File: src/logic/wdtfs_pkg.sv
// package of constants and types for the fed watchdog timer
package wdtfs_pkg;
    // ---------------------------------------------------------------
    // widths and keys
    // ---------------------------------------------------------------
    localparam int CNT_W = 32;
    localparam logic [7:0] FEED_KEY1 = 8'h1e;
    localparam logic [7:0] FEED_KEY2 = 8'he1;
    localparam logic [2:0] SEL_RESET = 3'h7;
    // ---------------------------------------------------------------
    // timing: clock, timeouts, reset pulse
    // ---------------------------------------------------------------
    localparam longint CLK_HZ = 64'd10000000;
    localparam longint TMO_MIN_MS = 64'd25;
    localparam longint TMO_MIN_CYC = (TMO_MIN_MS * CLK_HZ) / 64'd1000;
    localparam longint RST_PULSE_NS = 64'd1000;
    localparam longint RST_PULSE_CYC_L = (RST_PULSE_NS * CLK_HZ + 64'd999999999) / 64'd1000000000;
    localparam logic [7:0] RST_PULSE_CYC = RST_PULSE_CYC_L[7:0];
    localparam logic [7:0] OSC_STABLE_CYC = 8'h40;
    // ---------------------------------------------------------------
    // software write port carrier
    // ---------------------------------------------------------------
    typedef struct packed {
        logic ctrl_we;
        logic feed_we;
        logic [7:0] data;
    } wdtfs_wr_t;
endpackage : wdtfs_pkg

File: src/logic/wdtfs_top.sv
// watchdog timer with two-write feed sequence, fuse enabled
// Overview of operation
// - with the fuse set, the counter runs on its own oscillator tick, not the cpu clock.
// - with the fuse set software cannot stop it, and expiry resets the processor.
// - with the fuse clear it is a free interval timer whose expiry raises an interrupt.
// - a three-bit select chooses one of eight periods from 25 ms to 3.2 s.
// - with the fuse set only one control write is accepted, later ones are ignored.
// - the tick is sampled on clk_in, so a stopped cpu clock stops counting and no expiry reset follows.
// - with the fuse set, a reset from another source holds the counter inactive while it lasts.
// - a feed is a write of 1eh followed by e1h to the feed register, nothing else.
// - other instructions may run between the two feed writes.
// - a wrong sequence does nothing and the original expiry time stands.
// - an expiry reset lasts about one microsecond, then execution may start.
// - an expiry reset in power-down restarts the oscillator and waits for it to be stable.
`timescale 1ns/1ns
`default_nettype none
module wdtfs_top #(
    parameter logic [31:0] BASE_CYC = 32'(wdtfs_pkg::TMO_MIN_CYC)
) (
    // clock and reset
    input wire logic clk_in,
    input wire logic nrst_in,
    // configuration and chip state
    input wire logic wd_enable_fuse_in,
    input wire logic other_reset_in,
    input wire logic power_down_in,
    // watchdog oscillator tick pin
    input wire logic wd_osc_tick_in,
    // software writes
    input wire wdtfs_pkg::wdtfs_wr_t wr_in,
    // outputs
    output logic [2:0] timeout_select_out,
    output logic interval_irq_out,
    output logic chip_reset_out,
    output logic osc_restart_out,
    output logic cpu_run_out
);
    // ---------------------------------------------------------------
    // tick synchroniser: oscillator is asynchronous to clk_in
    // ---------------------------------------------------------------
    logic tick_s1_r;
    logic tick_s2_r;
    logic tick_s3_r;
    // two flops then an edge detector on the second
    always_ff @(posedge clk_in or negedge nrst_in) begin
        if (!nrst_in) begin
            tick_s1_r <= 1'b0;
            tick_s2_r <= 1'b0;
            tick_s3_r <= 1'b0;
        end else begin
            tick_s1_r <= wd_osc_tick_in;
            tick_s2_r <= tick_s1_r;
            tick_s3_r <= tick_s2_r;
        end
    end
    // own oscillator: counting advances on its tick only
    wire tick = tick_s2_r && !tick_s3_r;
    // ---------------------------------------------------------------
    // feed recogniser and control register
    // ---------------------------------------------------------------
    logic feed;
    wdtfs_feed u_feed (
        .clk_in(clk_in),
        .nrst_in(nrst_in),
        .we_in(wr_in.feed_we),
        .data_in(wr_in.data),
        .feed_out(feed)
    );
    logic [2:0] sel_r;
    logic ctrl_done_r;
    // single write: locked after the first write while fuse set
    wire ctrl_ok = wr_in.ctrl_we && !(wd_enable_fuse_in && ctrl_done_r);
    // period grows by doubling from the 25 ms base up to 3.2 s
    function automatic logic [31:0] period_of(input logic [2:0] s);
        period_of = BASE_CYC << s;
    endfunction : period_of
    // eight periods from the select field
    wire [31:0] period = period_of(sel_r);
    // select and lock registers
    always_ff @(posedge clk_in or negedge nrst_in) begin
        if (!nrst_in) begin
            sel_r <= wdtfs_pkg::SEL_RESET;
            ctrl_done_r <= 1'b0;
        end else if (ctrl_ok) begin
            sel_r <= wr_in.data[2:0];
            ctrl_done_r <= 1'b1;
        end
    end
    assign timeout_select_out = sel_r;
    // ---------------------------------------------------------------
    // counter
    // ---------------------------------------------------------------
    typedef enum {WD_RUN, WD_RESET, WD_OSC_WAIT} wdtfs_state_t;
    wdtfs_state_t st_r;
    wdtfs_state_t st_nxt;
    logic [31:0] cnt_r;
    logic [31:0] cnt_nxt;
    logic [7:0] pcnt_r;
    logic [7:0] pcnt_nxt;
    logic irq_r;
    // hold inactive: with the fuse set, other reset sources freeze and clear the count
    wire hold = wd_enable_fuse_in && other_reset_in;
    // unstoppable: no software term gates counting when fuse set
    // cpu clock loss: tick path is synchronised on clk_in, so counting stops with it
    wire expire = tick && !hold && (st_r == WD_RUN) && (cnt_r + 32'h1 >= period);
    // feed reloads: count restarts from zero
    // wrong sequence: no feed pulse, so count continues unchanged
    assign cnt_nxt = (hold || feed || expire) ? 32'h0 : (tick ? cnt_r + 32'h1 : cnt_r);
    // reset sequencer, also used for power-down restart
    always_comb begin
        st_nxt = st_r;
        pcnt_nxt = pcnt_r;
        case (st_r)
            WD_RUN: begin
                // expiry resets the processor when enabled
                if (expire && wd_enable_fuse_in) begin
                    st_nxt = WD_RESET;
                    pcnt_nxt = 8'h0;
                end
            end
            WD_RESET: begin
                pcnt_nxt = pcnt_r + 8'h1;
                if (pcnt_r + 8'h1 >= wdtfs_pkg::RST_PULSE_CYC) begin
                    pcnt_nxt = 8'h0;
                    st_nxt = power_down_in ? WD_OSC_WAIT : WD_RUN;
                end
            end
            WD_OSC_WAIT: begin
                pcnt_nxt = pcnt_r + 8'h1;
                if (pcnt_r + 8'h1 >= wdtfs_pkg::OSC_STABLE_CYC) begin
                    st_nxt = WD_RUN;
                end
            end
            default: begin
                st_nxt = WD_RUN;
            end
        endcase
    end
    // counter, sequencer and interrupt flops
    always_ff @(posedge clk_in or negedge nrst_in) begin
        if (!nrst_in) begin
            cnt_r <= 32'h0;
            st_r <= WD_RUN;
            pcnt_r <= 8'h0;
            irq_r <= 1'b0;
        end else begin
            cnt_r <= cnt_nxt;
            st_r <= st_nxt;
            pcnt_r <= pcnt_nxt;
            // interval timer: expiry with fuse clear pulses the interrupt
            irq_r <= expire && !wd_enable_fuse_in;
        end
    end
    assign interval_irq_out = irq_r;
    assign chip_reset_out = (st_r == WD_RESET);
    assign osc_restart_out = (st_r == WD_OSC_WAIT);
    assign cpu_run_out = (st_r == WD_RUN);
    // ---------------------------------------------------------------
    // checks
    // ---------------------------------------------------------------
    // reset pulse length seen so far; it still holds the full length in the
    // first cycle after the pulse, which is when the length check looks at it
    // a small counter keeps the check cheap instead of a long repetition
    logic [7:0] rst_len_r;
    // pulse length counter, cleared whenever the reset output is low
    always_ff @(posedge clk_in or negedge nrst_in) begin
        if (!nrst_in) begin
            rst_len_r <= 8'h0;
        end else if (chip_reset_out) begin
            rst_len_r <= rst_len_r + 8'h1;
        end else begin
            rst_len_r <= 8'h0;
        end
    end
    // reset pulse never outlasts the pulse count
    reset_pulse_a: assert property (@(posedge clk_in) disable iff (!nrst_in)
        chip_reset_out |-> rst_len_r < wdtfs_pkg::RST_PULSE_CYC)
        else $error("watchdog reset pulse too long");
    // a pulse that ends has run its full length
    reset_full_a: assert property (@(posedge clk_in) disable iff (!nrst_in)
        $fell(chip_reset_out) |-> rst_len_r == wdtfs_pkg::RST_PULSE_CYC)
        else $error("watchdog reset pulse too short");
    expiry_reset_a: assert property (@(posedge clk_in) disable iff (!nrst_in)
        (expire && wd_enable_fuse_in) |=> chip_reset_out)
        else $error("expiry did not reset");
    // no chip reset when fuse clear
    interval_irq_a: assert property (@(posedge clk_in) disable iff (!nrst_in)
        (expire && !wd_enable_fuse_in) |=> interval_irq_out && !chip_reset_out)
        else $error("interval expiry misbehaved");
    ctrl_lock_a: assert property (@(posedge clk_in) disable iff (!nrst_in)
        (wd_enable_fuse_in && ctrl_done_r && wr_in.ctrl_we) |=> $stable(sel_r))
        else $error("locked control changed");
    feed_reload_a: assert property (@(posedge clk_in) disable iff (!nrst_in)
        feed |=> cnt_r == 32'h0)
        else $error("feed did not reload");
    hold_clear_a: assert property (@(posedge clk_in) disable iff (!nrst_in)
        hold |=> cnt_r == 32'h0 && !chip_reset_out || $past(st_r) != WD_RUN)
        else $error("counter ran during other reset");
    // no feed, count never falls except on expiry or hold
    count_keep_a: assert property (@(posedge clk_in) disable iff (!nrst_in)
        (!feed && !hold && !expire) |=> cnt_r >= $past(cnt_r))
        else $error("counter disturbed without feed");
    // count moves only on an oscillator tick, a feed or a hold
    tick_only_a: assert property (@(posedge clk_in) disable iff (!nrst_in)
        (!tick && !feed && !hold) |=> cnt_r == $past(cnt_r))
        else $error("counter moved without a tick");
    osc_wait_a: assert property (@(posedge clk_in) disable iff (!nrst_in)
        (chip_reset_out && st_nxt == WD_OSC_WAIT) |=> !cpu_run_out [*8])
        else $error("resumed before oscillator stable");
    // oscillator restart only follows a watchdog reset pulse
    osc_after_a: assert property (@(posedge clk_in) disable iff (!nrst_in)
        $rose(osc_restart_out) |-> $past(chip_reset_out))
        else $error("oscillator restart without reset pulse");
endmodule : wdtfs_top
`default_nettype wire

File: src/logic/wdtfs_feed.sv
// feed key sequence recogniser
`timescale 1ns/1ns
`default_nettype none
module wdtfs_feed (
    // clock and reset
    input wire logic clk_in,
    input wire logic nrst_in,
    // feed register write
    input wire logic we_in,
    input wire logic [7:0] data_in,
    // one-cycle feed pulse
    output logic feed_out
);
    logic armed_r;
    logic armed_nxt;
    wire is_key1 = (data_in == wdtfs_pkg::FEED_KEY1);
    wire is_key2 = (data_in == wdtfs_pkg::FEED_KEY2);
    // ordered key pair: second key only counts after the first
    assign feed_out = we_in && armed_r && is_key2;
    // clear partial state: any other write drops the arm
    // gap allowed: arm holds while no write occurs
    assign armed_nxt = we_in ? is_key1 : armed_r;
    // arm flag register
    always_ff @(posedge clk_in or negedge nrst_in) begin
        if (!nrst_in) begin
            armed_r <= 1'b0;
        end else begin
            armed_r <= armed_nxt;
        end
    end
    feed_order_a: assert property (@(posedge clk_in) disable iff (!nrst_in)
        feed_out |-> $past(armed_nxt))
        else $error("feed without preceding first key");
endmodule : wdtfs_feed
`default_nettype wire

File: config.mk
export PLATFORM = sky130hd
export DESIGN_NAME = wdtfs_top
export DESIGN_NICKNAME = d
export VERILOG_FILES = /design/src/logic/wdtfs_pkg.sv /design/src/logic/wdtfs_top.sv /design/src/logic/wdtfs_feed.sv
export SDC_FILE = /design/constraint.sdc
export NUM_CORES = 1
export LEC_CHECK = 0
export BUFFER_PORTS_ARGS = -buffer_cell sky130_fd_sc_hd__buf_2
export CORE_UTILIZATION = 60
export DETAILED_ROUTE_END_ITERATION = 7
export PLACE_DENSITY = 0.83
export SYNTH_ARGS = -nofsm -noshare
export SYNTH_HDL_FRONTEND = slang
export SYNTH_HIERARCHICAL = 1
export SYNTH_SLANG_ARGS = --single-unit
File: constraint.sdc
create_clock -name clk_in -period 4.3 [get_ports clk_in]
set_clock_uncertainty 0.1 [all_clocks]
set_input_delay 0.86 -clock clk_in [delete_from_list [all_inputs] [get_ports clk_in]]
set_output_delay 0.86 -clock clk_in [all_outputs]
set_load 0.01 [all_outputs]
After elaboration in Yosys (flattened, before gate mapping)
Index checks and enable logic that the tools add are counted.

cells by class
  $add $sub $neg = 2
  order comparisons = 3
  equal/unequal tests = 9
  shift operators = 1
  mux-type cells = 10
  reduce and logical (&&, ||, !) cells = 23

operators with widths
  cell                                                                                  count
  32-bit 2-to-1 mux                                                                     5
  32-bit case mux with 3 select lines                                                   1
  32-bit by 2-bit equality test with 1-bit output (second input constant)               2
  32-bit logical NOT                                                                    2
  32-bit by 1-bit adder with 32-bit output (second input constant)                      1
  32-bit by 1-bit equality test with 1-bit output (second input constant)               1
  32-bit by 3-bit equality test with 1-bit output (second input constant)               1
  32-bit greater-or-equal comparator                                                    1
  18-bit by 3-bit left shift with 32-bit output (first input constant)                  1
  8-bit case mux with 3 select lines                                                    1
  8-bit 2-to-1 mux                                                                      2
  1-bit logical AND                                                                     11
  8-bit by 1-bit adder with 8-bit output (second input constant)                        1
  8-bit by 5-bit equality test with 1-bit output (second input constant)                1
  8-bit equality test (second input constant)                                           1
  8-bit by 4-bit greater-or-equal comparator with 1-bit output (second input constant)  1
  8-bit by 7-bit greater-or-equal comparator with 1-bit output (second input constant)  1
  2-bit inequality test (second input constant)                                         3
  1-bit logical NOT                                                                     4
  3-bit AND reduction                                                                   1
  3-bit nonzero test                                                                    1
  1-bit logical OR                                                                      2
  2-bit 2-to-1 mux                                                                      1
  2-bit AND reduction                                                                   1
  2-bit nonzero test                                                                    1

word-level totals
  bits in registers = 81
  output and inout port bits = 7
  logic and storage cells = 58

Logic depth before layout (Yosys ltp)
Gate-level depths: netlist (run 1).

  word-level depth = 8
  gate-level depth with buffers = 18
  gate-level depth less buffers = 17

Cells and area by module
Netlist (run 1), hierarchy kept.

modules (own cells, without submodules)
  module      instances  cells each  area each (um^2)  seq. area each (um^2)
  wdtfs_top   1          425         3,716.1           1,255.0
  wdtfs_feed  1          9           92.6              25.0

Worst setup path before layout (run 1)
No wires, ideal clock.

  path kind = reg-to-reg
  start point = register cnt_r[5]
  end point = register pcnt_r[0]
  setup time = 0.125 ns
  arrival = 3.550 ns
  path slack = 0.525 ns
  stages on the path, launching flop included = 18
  buffers on the path = 1
  period minus slack after synthesis = 3.775 ns
  path through = dfrtp_1 > buf_2 > nand4_4 > nor4_1 > nand4_1 > nor2_1 > and2_1 > nand2_1 > xnor2_1 > ha_1 > and3_1 > nand3_1 > a211oi_1 > a21oi_1 > nand4_1 > o21ai_4 > a21oi_4 > mux2_2

on the way
  cells in the longest elaborated chain, start to end = 6

RTL lines
  what                                      line              text
  from (decl)                               wdtfs_top.sv:96   logic [31:0] cnt_r;
  from (signal assigned)                    wdtfs_top.sv:147  cnt_r <= cnt_nxt;
  32-bit by 1-bit adder with 32-bit output  wdtfs_top.sv:105  wire expire = tick && !hold && (st_r == WD_RUN) && (cnt_r + 32'h1 >= period);
  32-bit greater-or-equal comparator        wdtfs_top.sv:105
  1-bit logical AND                         wdtfs_top.sv:105
  1-bit logical AND                         wdtfs_top.sv:116  if (expire && wd_enable_fuse_in) begin
  2-bit inequality test (no source line)    --
  2-bit AND reduction (no source line)      --
  to (signal assigned)                      wdtfs_top.sv:149  pcnt_r <= pcnt_nxt;
  to (decl)                                 wdtfs_top.sv:98   logic [7:0] pcnt_r;

No other way between the ends.
A chain may end at the register's enable or synchronous reset.

Final worst setup path (run 1)
  start point = register cnt_r[5]
  end point = register pcnt_r[4]

Same word-level chain as after synthesis.

==> results.yml, run 1 <==
clock_network:
  htreeDepth: 2
  cts_setup_buffers: 0
  numCtsBuffers: 5
  cts_tree: "done"
  clock_latency_ps: 300
  cts-resized-gates: 0
  clockBufferDepth: 2
  cts-root-buf: "clkbuf_8"
  clkSinkCount: 51
  clkTransAtPathRegs_ps: 90
  holdBufCountCts: 0
drt:
  wire_per_inst_um: 14.6
  wirelength_um: 7660
  first_pass_iters: 4
  viasPerCell: 5.81
  ant_nets: 0
  drcViolationCount: 0
  vias: 3054
  drt-initial-drc-count: 215
synthesis:
  ys_top_cells_by_area: "dfrtp_1 (32%), ha_1 (11%), xnor2_1 (7.6%)"
  seq_area_frac_synth_pct: 33.6
  ys_top_cells_by_count: "nor2_1 (59), dfrtp_1 (48), nand2_1 (43)"
  synth_edf_count: 0
  ys_warn_count: 6
  syn_inst: 434
  synthArstFlopShare_pct: 100
  yosys.cell_count.top_type: "nor2_1"
  synth-main-ff-cell: "dfrtp_1"
  yosys.area.top_type: "dfrtp_1"
  synth.distinct_cells: 55
  syn_nets: 484
  ys_ff_latch: 51
  syn_avg_cell_area_um2: 8.78
  synth_top_area_share_pct: 31.5
  synth_area_um2: 3810
timing:
  grt_setup_unrepaired: "no"
  finalCriticalPeriod_ps: 4010
  hold_viol: 0
  holdWs_ps: 259
  max_freq_ghz: 0.249
  fin_crit_sh_pct: 93.3
  finalSetupTns_ps: 0
  postLayoutSetupSlackWorst_ps: 288
  maxSlewViolCount: 0
  worstMarginPinSlew_ps: 680
  slew_headroom_pct: 54.2
  setup_violations: 0
die:
  die_h_um: 81.7
  core-area_um2: 6030
  initial_utilization_pct: 63.2
  rows: 28
  die_w_um: 81.7
  die_area_um2: 6670
  ios: 23
min_path:
  min_path_type: "reg -> reg"
global_routing:
  grt_max_degree: 33
  globalRouteOverflowTotal: 0
  grt_pass1_wl_um: 12900
  grt_antenna_before_repair: 0
  grt_pass1_vias: 2829
  grt_use_total_pct: 25.1
setup_path:
  r2r-end: "pcnt_r[4]"
  crit_buf_inv: 1
  cp-endpoint: "pcnt_r[4]"
  crit_arrival_ps: 4110
  cp_data_required_time_ps: 4390
  critical_path_class: "reg -> reg"
  rrSetupSlack_ps: 290
  crit_slowest_cell: "dfrtp_1"
  worstPathCellList: "nand4_4 -> nor4_1 -> buf_4 -> nand4_1 -> nor2_1 -> and2_1 -> nand2_1 -> xnor2_1 -> ha_1 -> and3_1 -> nand3_1 -> a211oi_1 -> a21oi_1 -> nand4_1 -> o21ai_4 -> a21oi_4 -> mux2_2"
  cp-startpoint: "cnt_r[5]"
  setup.worst_path.start_class: "register"
  cp_common_cell: "nand4_1"
  critPathMaxStageDelay_ps: 500
  critical_path.top_delay_family: "simple AND/OR/NAND/NOR gates"
  critical_path_depth: 17
  r2r-start: "cnt_r[5]"
  crit_fanout: 9
  endpoint_kind: "register"
  reg2regPathDepth: 17
placement:
  pre_cts_ws_ps: 320
  routabilityCongestion: 0.864
  io_buffer_count: 22
  place_inst: 518
  dpl.hpwl_um: 5740
layout:
  drive_gt1_share_pct: 11.1
  diodes: 0
  final_nets: 500
  nFillCells: 503
  syn_to_final_growth_pct: 6.27
  finalNonFillerCells: 526
power:
  total_leakage_power_nw: 1.81
  peakVddDrop_v: 0.000151
  p_per_area_nw_per_um2: 226
flow_run:
  cap_violations: 0
status:
  outcome: "complete, no violations"
placed cells by master, fill, tap and decap left out, types with 2 or more instances in the layout:
| cell type | instances |
|---|---|
| nor2_1 | 59 |
| nand4bb_1 | 2 |
| nand4_1 | 11 |
| a22o_1 | 2 |
| buf_2 | 22 |
| a211oi_1 | 5 |
| inv_1 | 14 |
| nand3_1 | 15 |
| mux2_2 | 3 |
| clkbuf_1 | 3 |
| and3_1 | 11 |
| or3_1 | 2 |
| or2_2 | 4 |
| xnor2_1 | 33 |
| mux2i_1 | 3 |
| clkbuf_8 | 5 |
| and2_1 | 2 |
| dfrtp_1 | 48 |
| nor3b_1 | 5 |
| a21oi_1 | 14 |
| nand2_1 | 43 |
| a21o_1 | 2 |
| o2bb2ai_1 | 2 |
| ha_1 | 34 |
| buf_4 | 4 |
| xor2_1 | 25 |
| nor2b_1 | 4 |
| dfstp_2 | 3 |
| nand2b_1 | 5 |
| nor3_1 | 12 |
| nor4_1 | 3 |
| o21a_1 | 3 |
| a21boi_0 | 3 |
| o21ai_0 | 18 |
| a211o_1 | 2 |
| and4_1 | 5 |
flip-flops by register name (all words and copies together) (netlist names):
name	cells
cnt_r	32
timeout_select_out	3
tick_s2_r	1
u_feed/armed_r	1
st_r	2
pcnt_r	8
interval_irq_out	1
tick_s1_r	1
tick_s3_r	1
ctrl_done_r	1
stage by stage:
step	cell area, um2	util [%]	power [mW]
after floorplan	3810	-	0.606
after global placement	3970	65.8	0.650
after CTS	4050	67.2	0.924
after global routing	4050	67.2	0.969
after detailed placement	3970	65.8	0.656
final	4050	67.2	0.915
how the worst min path moves through the flow:
stage          cells after the start       from  slack [ps]         to
4_1_cts                            0  tick_s1_r         270  tick_s2_r
2_1_floorplan                      0  tick_s1_r         230  tick_s2_r
3_5_place_dp                       0  tick_s1_r         250  tick_s2_r
5_1_grt                            0  tick_s1_r         270  tick_s2_r
3_3_place_gp                       0  tick_s1_r         240  tick_s2_r
6_report                           0  tick_s1_r         260  tick_s2_r
layer usage:
layer / wire length, um / up-vias / global-route usage, %
li1: - / 1536 / -
met3: 277 / 11 / 5.00
met5: 0 / - / 0
met2: 3510 / 58 / 39.8
met4: 108 / 0 / 6.49
met1: 3770 / 1449 / 34.9
power breakdown:
part           internal (mW)  switching [mW]  total (mW)
clock network          0.116           0.151       0.267
registers              0.492          0.0164       0.509
logic                 0.0576          0.0819       0.139
total                  0.666           0.249       0.915
logic make-up after synthesis:
family                   after synthesis  synth area share [%]
AND/OR/NAND/NOR                      191                  25.4
AO/OA/AOI/OAI                         63                  11.4
XOR/XNOR                              58                  13.3
flip-flops                            51                  33.6
adder cells (fa/ha/maj)               34                  11.2
buffers and inverters                 31                  3.35
multiplexers                           6                  1.68
layout make-up:
class,instances,area (um2),area share [%]
Multi-Input combinational cell,352,2400,59.3
Inverter,14,52.6,1.30
Tap cell,75,93.8,2.32
Timing Repair Buffer,26,140,3.46
Sequential cell,51,1280,31.6
Clock buffer,8,80.1,1.98
(Power assumes the default switching activity.)
==> run 2: changes to the inputs <==
MAX_ROUTING_LAYER = met4   (was not set)
==> results.yml, run 2 (synthesized netlist as in run 1, its figures left out) <==
status:
  outcome: "complete, no violations"
setup_path:
  setup.worst_path.start_class: "register"
  r2r-start: "cnt_r[5]"
  critical_path_depth: 17
  crit_fanout: 9
  critPathMaxStageDelay_ps: 500
  cp-endpoint: "pcnt_r[4]"
  r2r-end: "pcnt_r[4]"
  cp_common_cell: "nand4_1"
  cp_data_required_time_ps: 4390
  cp-startpoint: "cnt_r[5]"
  worstPathCellList: "nand4_4 -> nor4_1 -> buf_4 -> nand4_1 -> nor2_1 -> and2_1 -> nand2_1 -> xnor2_1 -> ha_1 -> and3_1 -> nand3_1 -> a211oi_1 -> a21oi_1 -> nand4_1 -> o21ai_4 -> a21oi_4 -> mux2_2"
  crit_buf_inv: 1
  rrSetupSlack_ps: 290
  crit_slowest_cell: "dfrtp_1"
  reg2regPathDepth: 17
  critical_path.top_delay_family: "simple AND/OR/NAND/NOR gates"
  critical_path_class: "reg -> reg"
  endpoint_kind: "register"
  crit_arrival_ps: 4100
layout:
  syn_to_final_growth_pct: 6.27
  regArea_um2: 1280
  final_nets: 500
  nFillCells: 503
  multi_input_area_um2: 2400
  drive_gt1_share_pct: 11.1
  regMostFlops: "cnt_r"
  largest_reg_flops: 32
  diodes: 0
  final_common_cell: "nor2_1"
  finalInstanceArea_um2: 4050
  layout_common_cells: "nor2_1 (59), dfrtp_1 (48), nand2_1 (43)"
power:
  peakVddDrop_v: 0.000150
  pwr-share-seq_pct: 55.6
  pwr-share-comb_pct: 15.2
  total_leakage_power_nw: 1.81
  power_switching_uw: 249
  power_switching_share_pct: 27.2
  p_clk_share_pct: 29.1
  internal-power_uw: 666
  p_per_area_nw_per_um2: 226
drt:
  ant_nets: 0
  drt-initial-drc-count: 203
  wire_per_inst_um: 14.5
  vias: 3056
  viasPerCell: 5.81
  drcViolationCount: 0
  wirelength_um: 7650
  first_pass_iters: 4
timing:
  postLayoutSetupSlackWorst_ps: 293
  finalCriticalPeriod_ps: 4010
  worstMarginPinSlew_ps: 680
  holdWs_ps: 258
  fin_crit_sh_pct: 93.2
  maxSlewViolCount: 0
  setup_violations: 0
  grt_setup_unrepaired: "no"
  slew_headroom_pct: 54.2
  finalSetupTns_ps: 0
  max_freq_ghz: 0.250
  hold_viol: 0
placement:
  dpl-instance-area_um2: 3970
  dpl.hpwl_um: 5740
  routabilityCongestion: 0.878
  io_buffer_count: 22
  pre_cts_ws_ps: 320
clock_network:
  holdBufCountCts: 0
  numCtsBuffers: 5
  clock_latency_ps: 300
  cts_tree: "done"
  cts_setup_buffers: 0
  cts-resized-gates: 0
  cts-root-buf: "clkbuf_8"
  clockBufferDepth: 2
  clkSinkCount: 51
  clkTransAtPathRegs_ps: 90
  htreeDepth: 2
die:
  die_area_um2: 6670
  initial_utilization_pct: 63.2
  die_w_um: 81.7
  rows: 28
  die_h_um: 81.7
  ios: 23
  core-area_um2: 6030
global_routing:
  grt_antenna_before_repair: 0
  grt_pass1_wl_um: 12900
  grt_pass1_vias: 2823
  globalRouteOverflowTotal: 0
  grt_use_total_pct: 25.8
  grt_max_degree: 33
min_path:
  min_path_type: "reg -> reg"
flow_run:
  cap_violations: 0
==> run 2: cell counts in the layout (fill, tap and decap cells not counted) <==
Identical to the previous run, type by type.
==> run 2: worst min path at each step <==
stage	start	end	cells past startpoint
floorplan	tick_s1_r	tick_s2_r	0
global placement	tick_s1_r	tick_s2_r	0
detailed placement	tick_s1_r	tick_s2_r	0
CTS	tick_s1_r	tick_s2_r	0
global route	tick_s1_r	tick_s2_r	0
finish	tick_s1_r	tick_s2_r	0
==> run 2: per-layer routing <==
layer	up-vias	global-route usage (%)	part of all wire, %
li1	1534	-	-
met1	1453	34.9	50
met2	58	39.8	45
met3	11	4.67	3.2
met4	0	7.02	1.4
met5	-	-	0
==> run 2: cell type report <==
class	instances	area share, %
Multi-Input combinational cell	352	59.3
Sequential cell	51	31.6
Timing Repair Buffer	26	3.46
Tap cell	75	2.32
Clock buffer	8	1.98
Inverter	14	1.30
==> run 2: metrics by stage <==
step                      util (%)  instances  power (mW)
after CTS                     67.2        526       0.924
after global placement        65.8        518       0.650
after detailed placement      65.8        518       0.656
after global routing          67.2        526       0.968
after floorplan                  -        434       0.606
final                         67.2        526       0.915
==> run 2: power groups by stage <==
stage	logic [mW]	clock network, mW	registers, mW
floorplan	0.0935	0	0.512
global placement	0.134	0	0.517
detailed placement	0.138	0	0.518
CTS	0.139	0.276	0.509
global route	0.161	0.297	0.511
finish	0.139	0.267	0.509
==> run 2: worst register-to-register path: stages, from the launching register on <==
cell	delay (ps)
dfrtp_1	500
nand4_4	200
nor4_1	320
buf_4	170
nand4_1	150
nor2_1	270
and2_1	190
nand2_1	70
xnor2_1	140
ha_1	300
and3_1	140
nand3_1	90
a211oi_1	190
a21oi_1	110
nand4_1	180
o21ai_4	130
a21oi_4	280
mux2_2	370
==> run 3: changes to the inputs <==
CORE_UTILIZATION = 55   (was 60)
PLACE_DENSITY = 0.77   (was 0.83)
clock period = 4.98 ns   (was 4.3 ns; I/O delays follow)
==> results.yml, run 3 (synthesized netlist as in run 1, its figures left out) <==
status:
  outcome: "complete, no violations"
global_routing:
  met1_usage_pct: 33.5
  use_met2_pct: 38.5
  globalRouteOverflowTotal: 0
  grt_use_met3_pct: 3.50
  grt_pass1_wl_um: 13800
  grt_use_total_pct: 24.8
  grt_pass1_vias: 2990
  busiest_layer: "met2"
  grt_max_degree: 52
  grt_antenna_before_repair: 0
drt:
  first_pass_iters: 4
  drt-initial-drc-count: 153
  wire_per_inst_um: 15.0
  viasPerCell: 5.82
  ant_nets: 0
  wirelength_um: 7910
  vias: 3069
  drcViolationCount: 0
setup_path:
  crit_slowest_cell: "nor4_1"
  setup.worst_path.start_class: "register"
  crit_arrival_ps: 4480
  crit_fanout: 9
  r2r-start: "cnt_r[5]"
  cp-startpoint: "cnt_r[5]"
  rrSetupSlack_ps: 610
  worstPathCellList: "nand4_4 -> nor4_1 -> nand4_1 -> nor2_1 -> and2_1 -> nand2_1 -> xnor2_1 -> ha_1 -> and3_1 -> nand3_1 -> a211oi_1 -> a21oi_1 -> nand4_1 -> o21ai_4 -> a21oi_4 -> mux2_2"
  r2r-end: "pcnt_r[4]"
  critical_path_class: "reg -> reg"
  cp_data_required_time_ps: 5100
  endpoint_kind: "register"
  reg2regPathDepth: 16
  critPathMaxStageDelay_ps: 640
  cp-endpoint: "pcnt_r[4]"
  cp_common_cell: "nand4_1"
timing:
  maxSlewViolCount: 0
  worstMarginPinSlew_ps: 671
  slew_headroom_pct: 54.8
  fin_crit_sh_pct: 87.7
  setup_violations: 0
  hold_viol: 0
  holdWs_ps: 255
  finalSetupTns_ps: 0
  grt_setup_unrepaired: "no"
  finalCriticalPeriod_ps: 4370
  max_freq_ghz: 0.229
clock_network:
  clock_latency_ps: 320
  cts_tree: "done"
  holdBufCountCts: 0
  htreeDepth: 2
  cts-resized-gates: 0
  cts_setup_buffers: 0
  cts-root-buf: "clkbuf_8"
  numCtsBuffers: 5
  clkTransAtPathRegs_ps: 100
  clockBufferDepth: 2
  clkSinkCount: 51
placement:
  place_inst: 519
  dpl.hpwl_um: 5960
  routabilityCongestion: 0.843
  io_buffer_count: 22
power:
  p_total_uw: 814
  peakVddDrop_v: 0.000115
  power_switching_share_pct: 27.9
  total_leakage_power_nw: 1.82
  internal-power_uw: 587
  pwr-share-seq_pct: 54.0
  pwr-share-comb_pct: 14.8
  power_switching_uw: 227
  p_clk_share_pct: 31.2
  p_per_area_nw_per_um2: 201
min_path:
  min_path_type: "reg -> reg"
  hp-start: "tick_s1_r"
layout:
  largest_reg_flops: 32
  drive_gt1_share_pct: 11.3
  layout_common_cells: "nor2_1 (59), dfrtp_1 (48), nand2_1 (43)"
  syn_to_final_growth_pct: 6.44
  diodes: 0
  final_nets: 499
  regMostFlops: "cnt_r"
  final_common_cell: "nor2_1"
  finalNonFillerCells: 527
  final_util_pct: 62.1
die:
  core-area_um2: 6530
  initial_utilization_pct: 58.3
  die_w_um: 85.2
  rows: 29
  ios: 23
  die_area_um2: 7260
  die_h_um: 85.2
flow_run:
  cap_violations: 0
[run 3: cell types whose count changed in the layout (fill, tap and decap cells not counted), sizes merged]
cell	change
buf	-1
clkinv	+1
clkbuf	-1
[run 3: final cells by class]
| type | count | area, um2 |
|---|---|---|
| clock inverter | 1 | 5.00 |
| fill | 552 | 2480 |
| tap | 77 | 96.3 |
| inverter | 14 | 52.6 |
| clock buffer | 7 | 86.3 |
| multi-input combinational | 352 | 2400 |
| timing repair buffer | 25 | 133 |
| sequential | 51 | 1280 |
[run 3: worst min-delay path by stage]
stage               slack (ps)  cells after the start         to
global placement           240                      0  tick_s2_r
detailed placement         240                      0  tick_s2_r
floorplan                  230                      0  tick_s2_r
global route               260                      0  tick_s2_r
CTS                        260                      0  tick_s2_r
finish                     260                      0  tick_s2_r
[run 3: critical path: cells and delay by family, from the launching register on]
kind	cells	cell delay [ps]
AO/OA/AOI/OAI	4	780
XOR/XNOR	1	150
adder cells (fa/ha/maj)	1	300
flip-flops	1	510
multiplexers	1	360
AND/OR/NAND/NOR	9	2060
[run 3: routing by layer]
metal / vias up / share of wire [%]
met5: - / 0
met4: 0 / 1.8
met3: 13 / 3.6
met2: 62 / 47
met1: 1458 / 48
li1: 1536 / -
[run 3: power groups by stage]
stage / Sequential, mW / Clock [mW] / Combinational [mW]
global placement: 0.446 / 0 / 0.116
global route: 0.441 / 0.272 / 0.137
CTS: 0.439 / 0.257 / 0.122
floorplan: 0.442 / 0 / 0.0807
finish: 0.439 / 0.254 / 0.121
detailed placement: 0.447 / 0 / 0.121
[run 3: metrics by stage]
| step | setup slack (ps) | area (um2) |
|---|---|---|
| finish | 613 | 4050 |
| global route | 136 | 4050 |
| CTS | 652 | 4050 |
| detailed placement | 676 | 3960 |
| global placement | 861 | 3960 |
| floorplan | 1200 | 3810 |
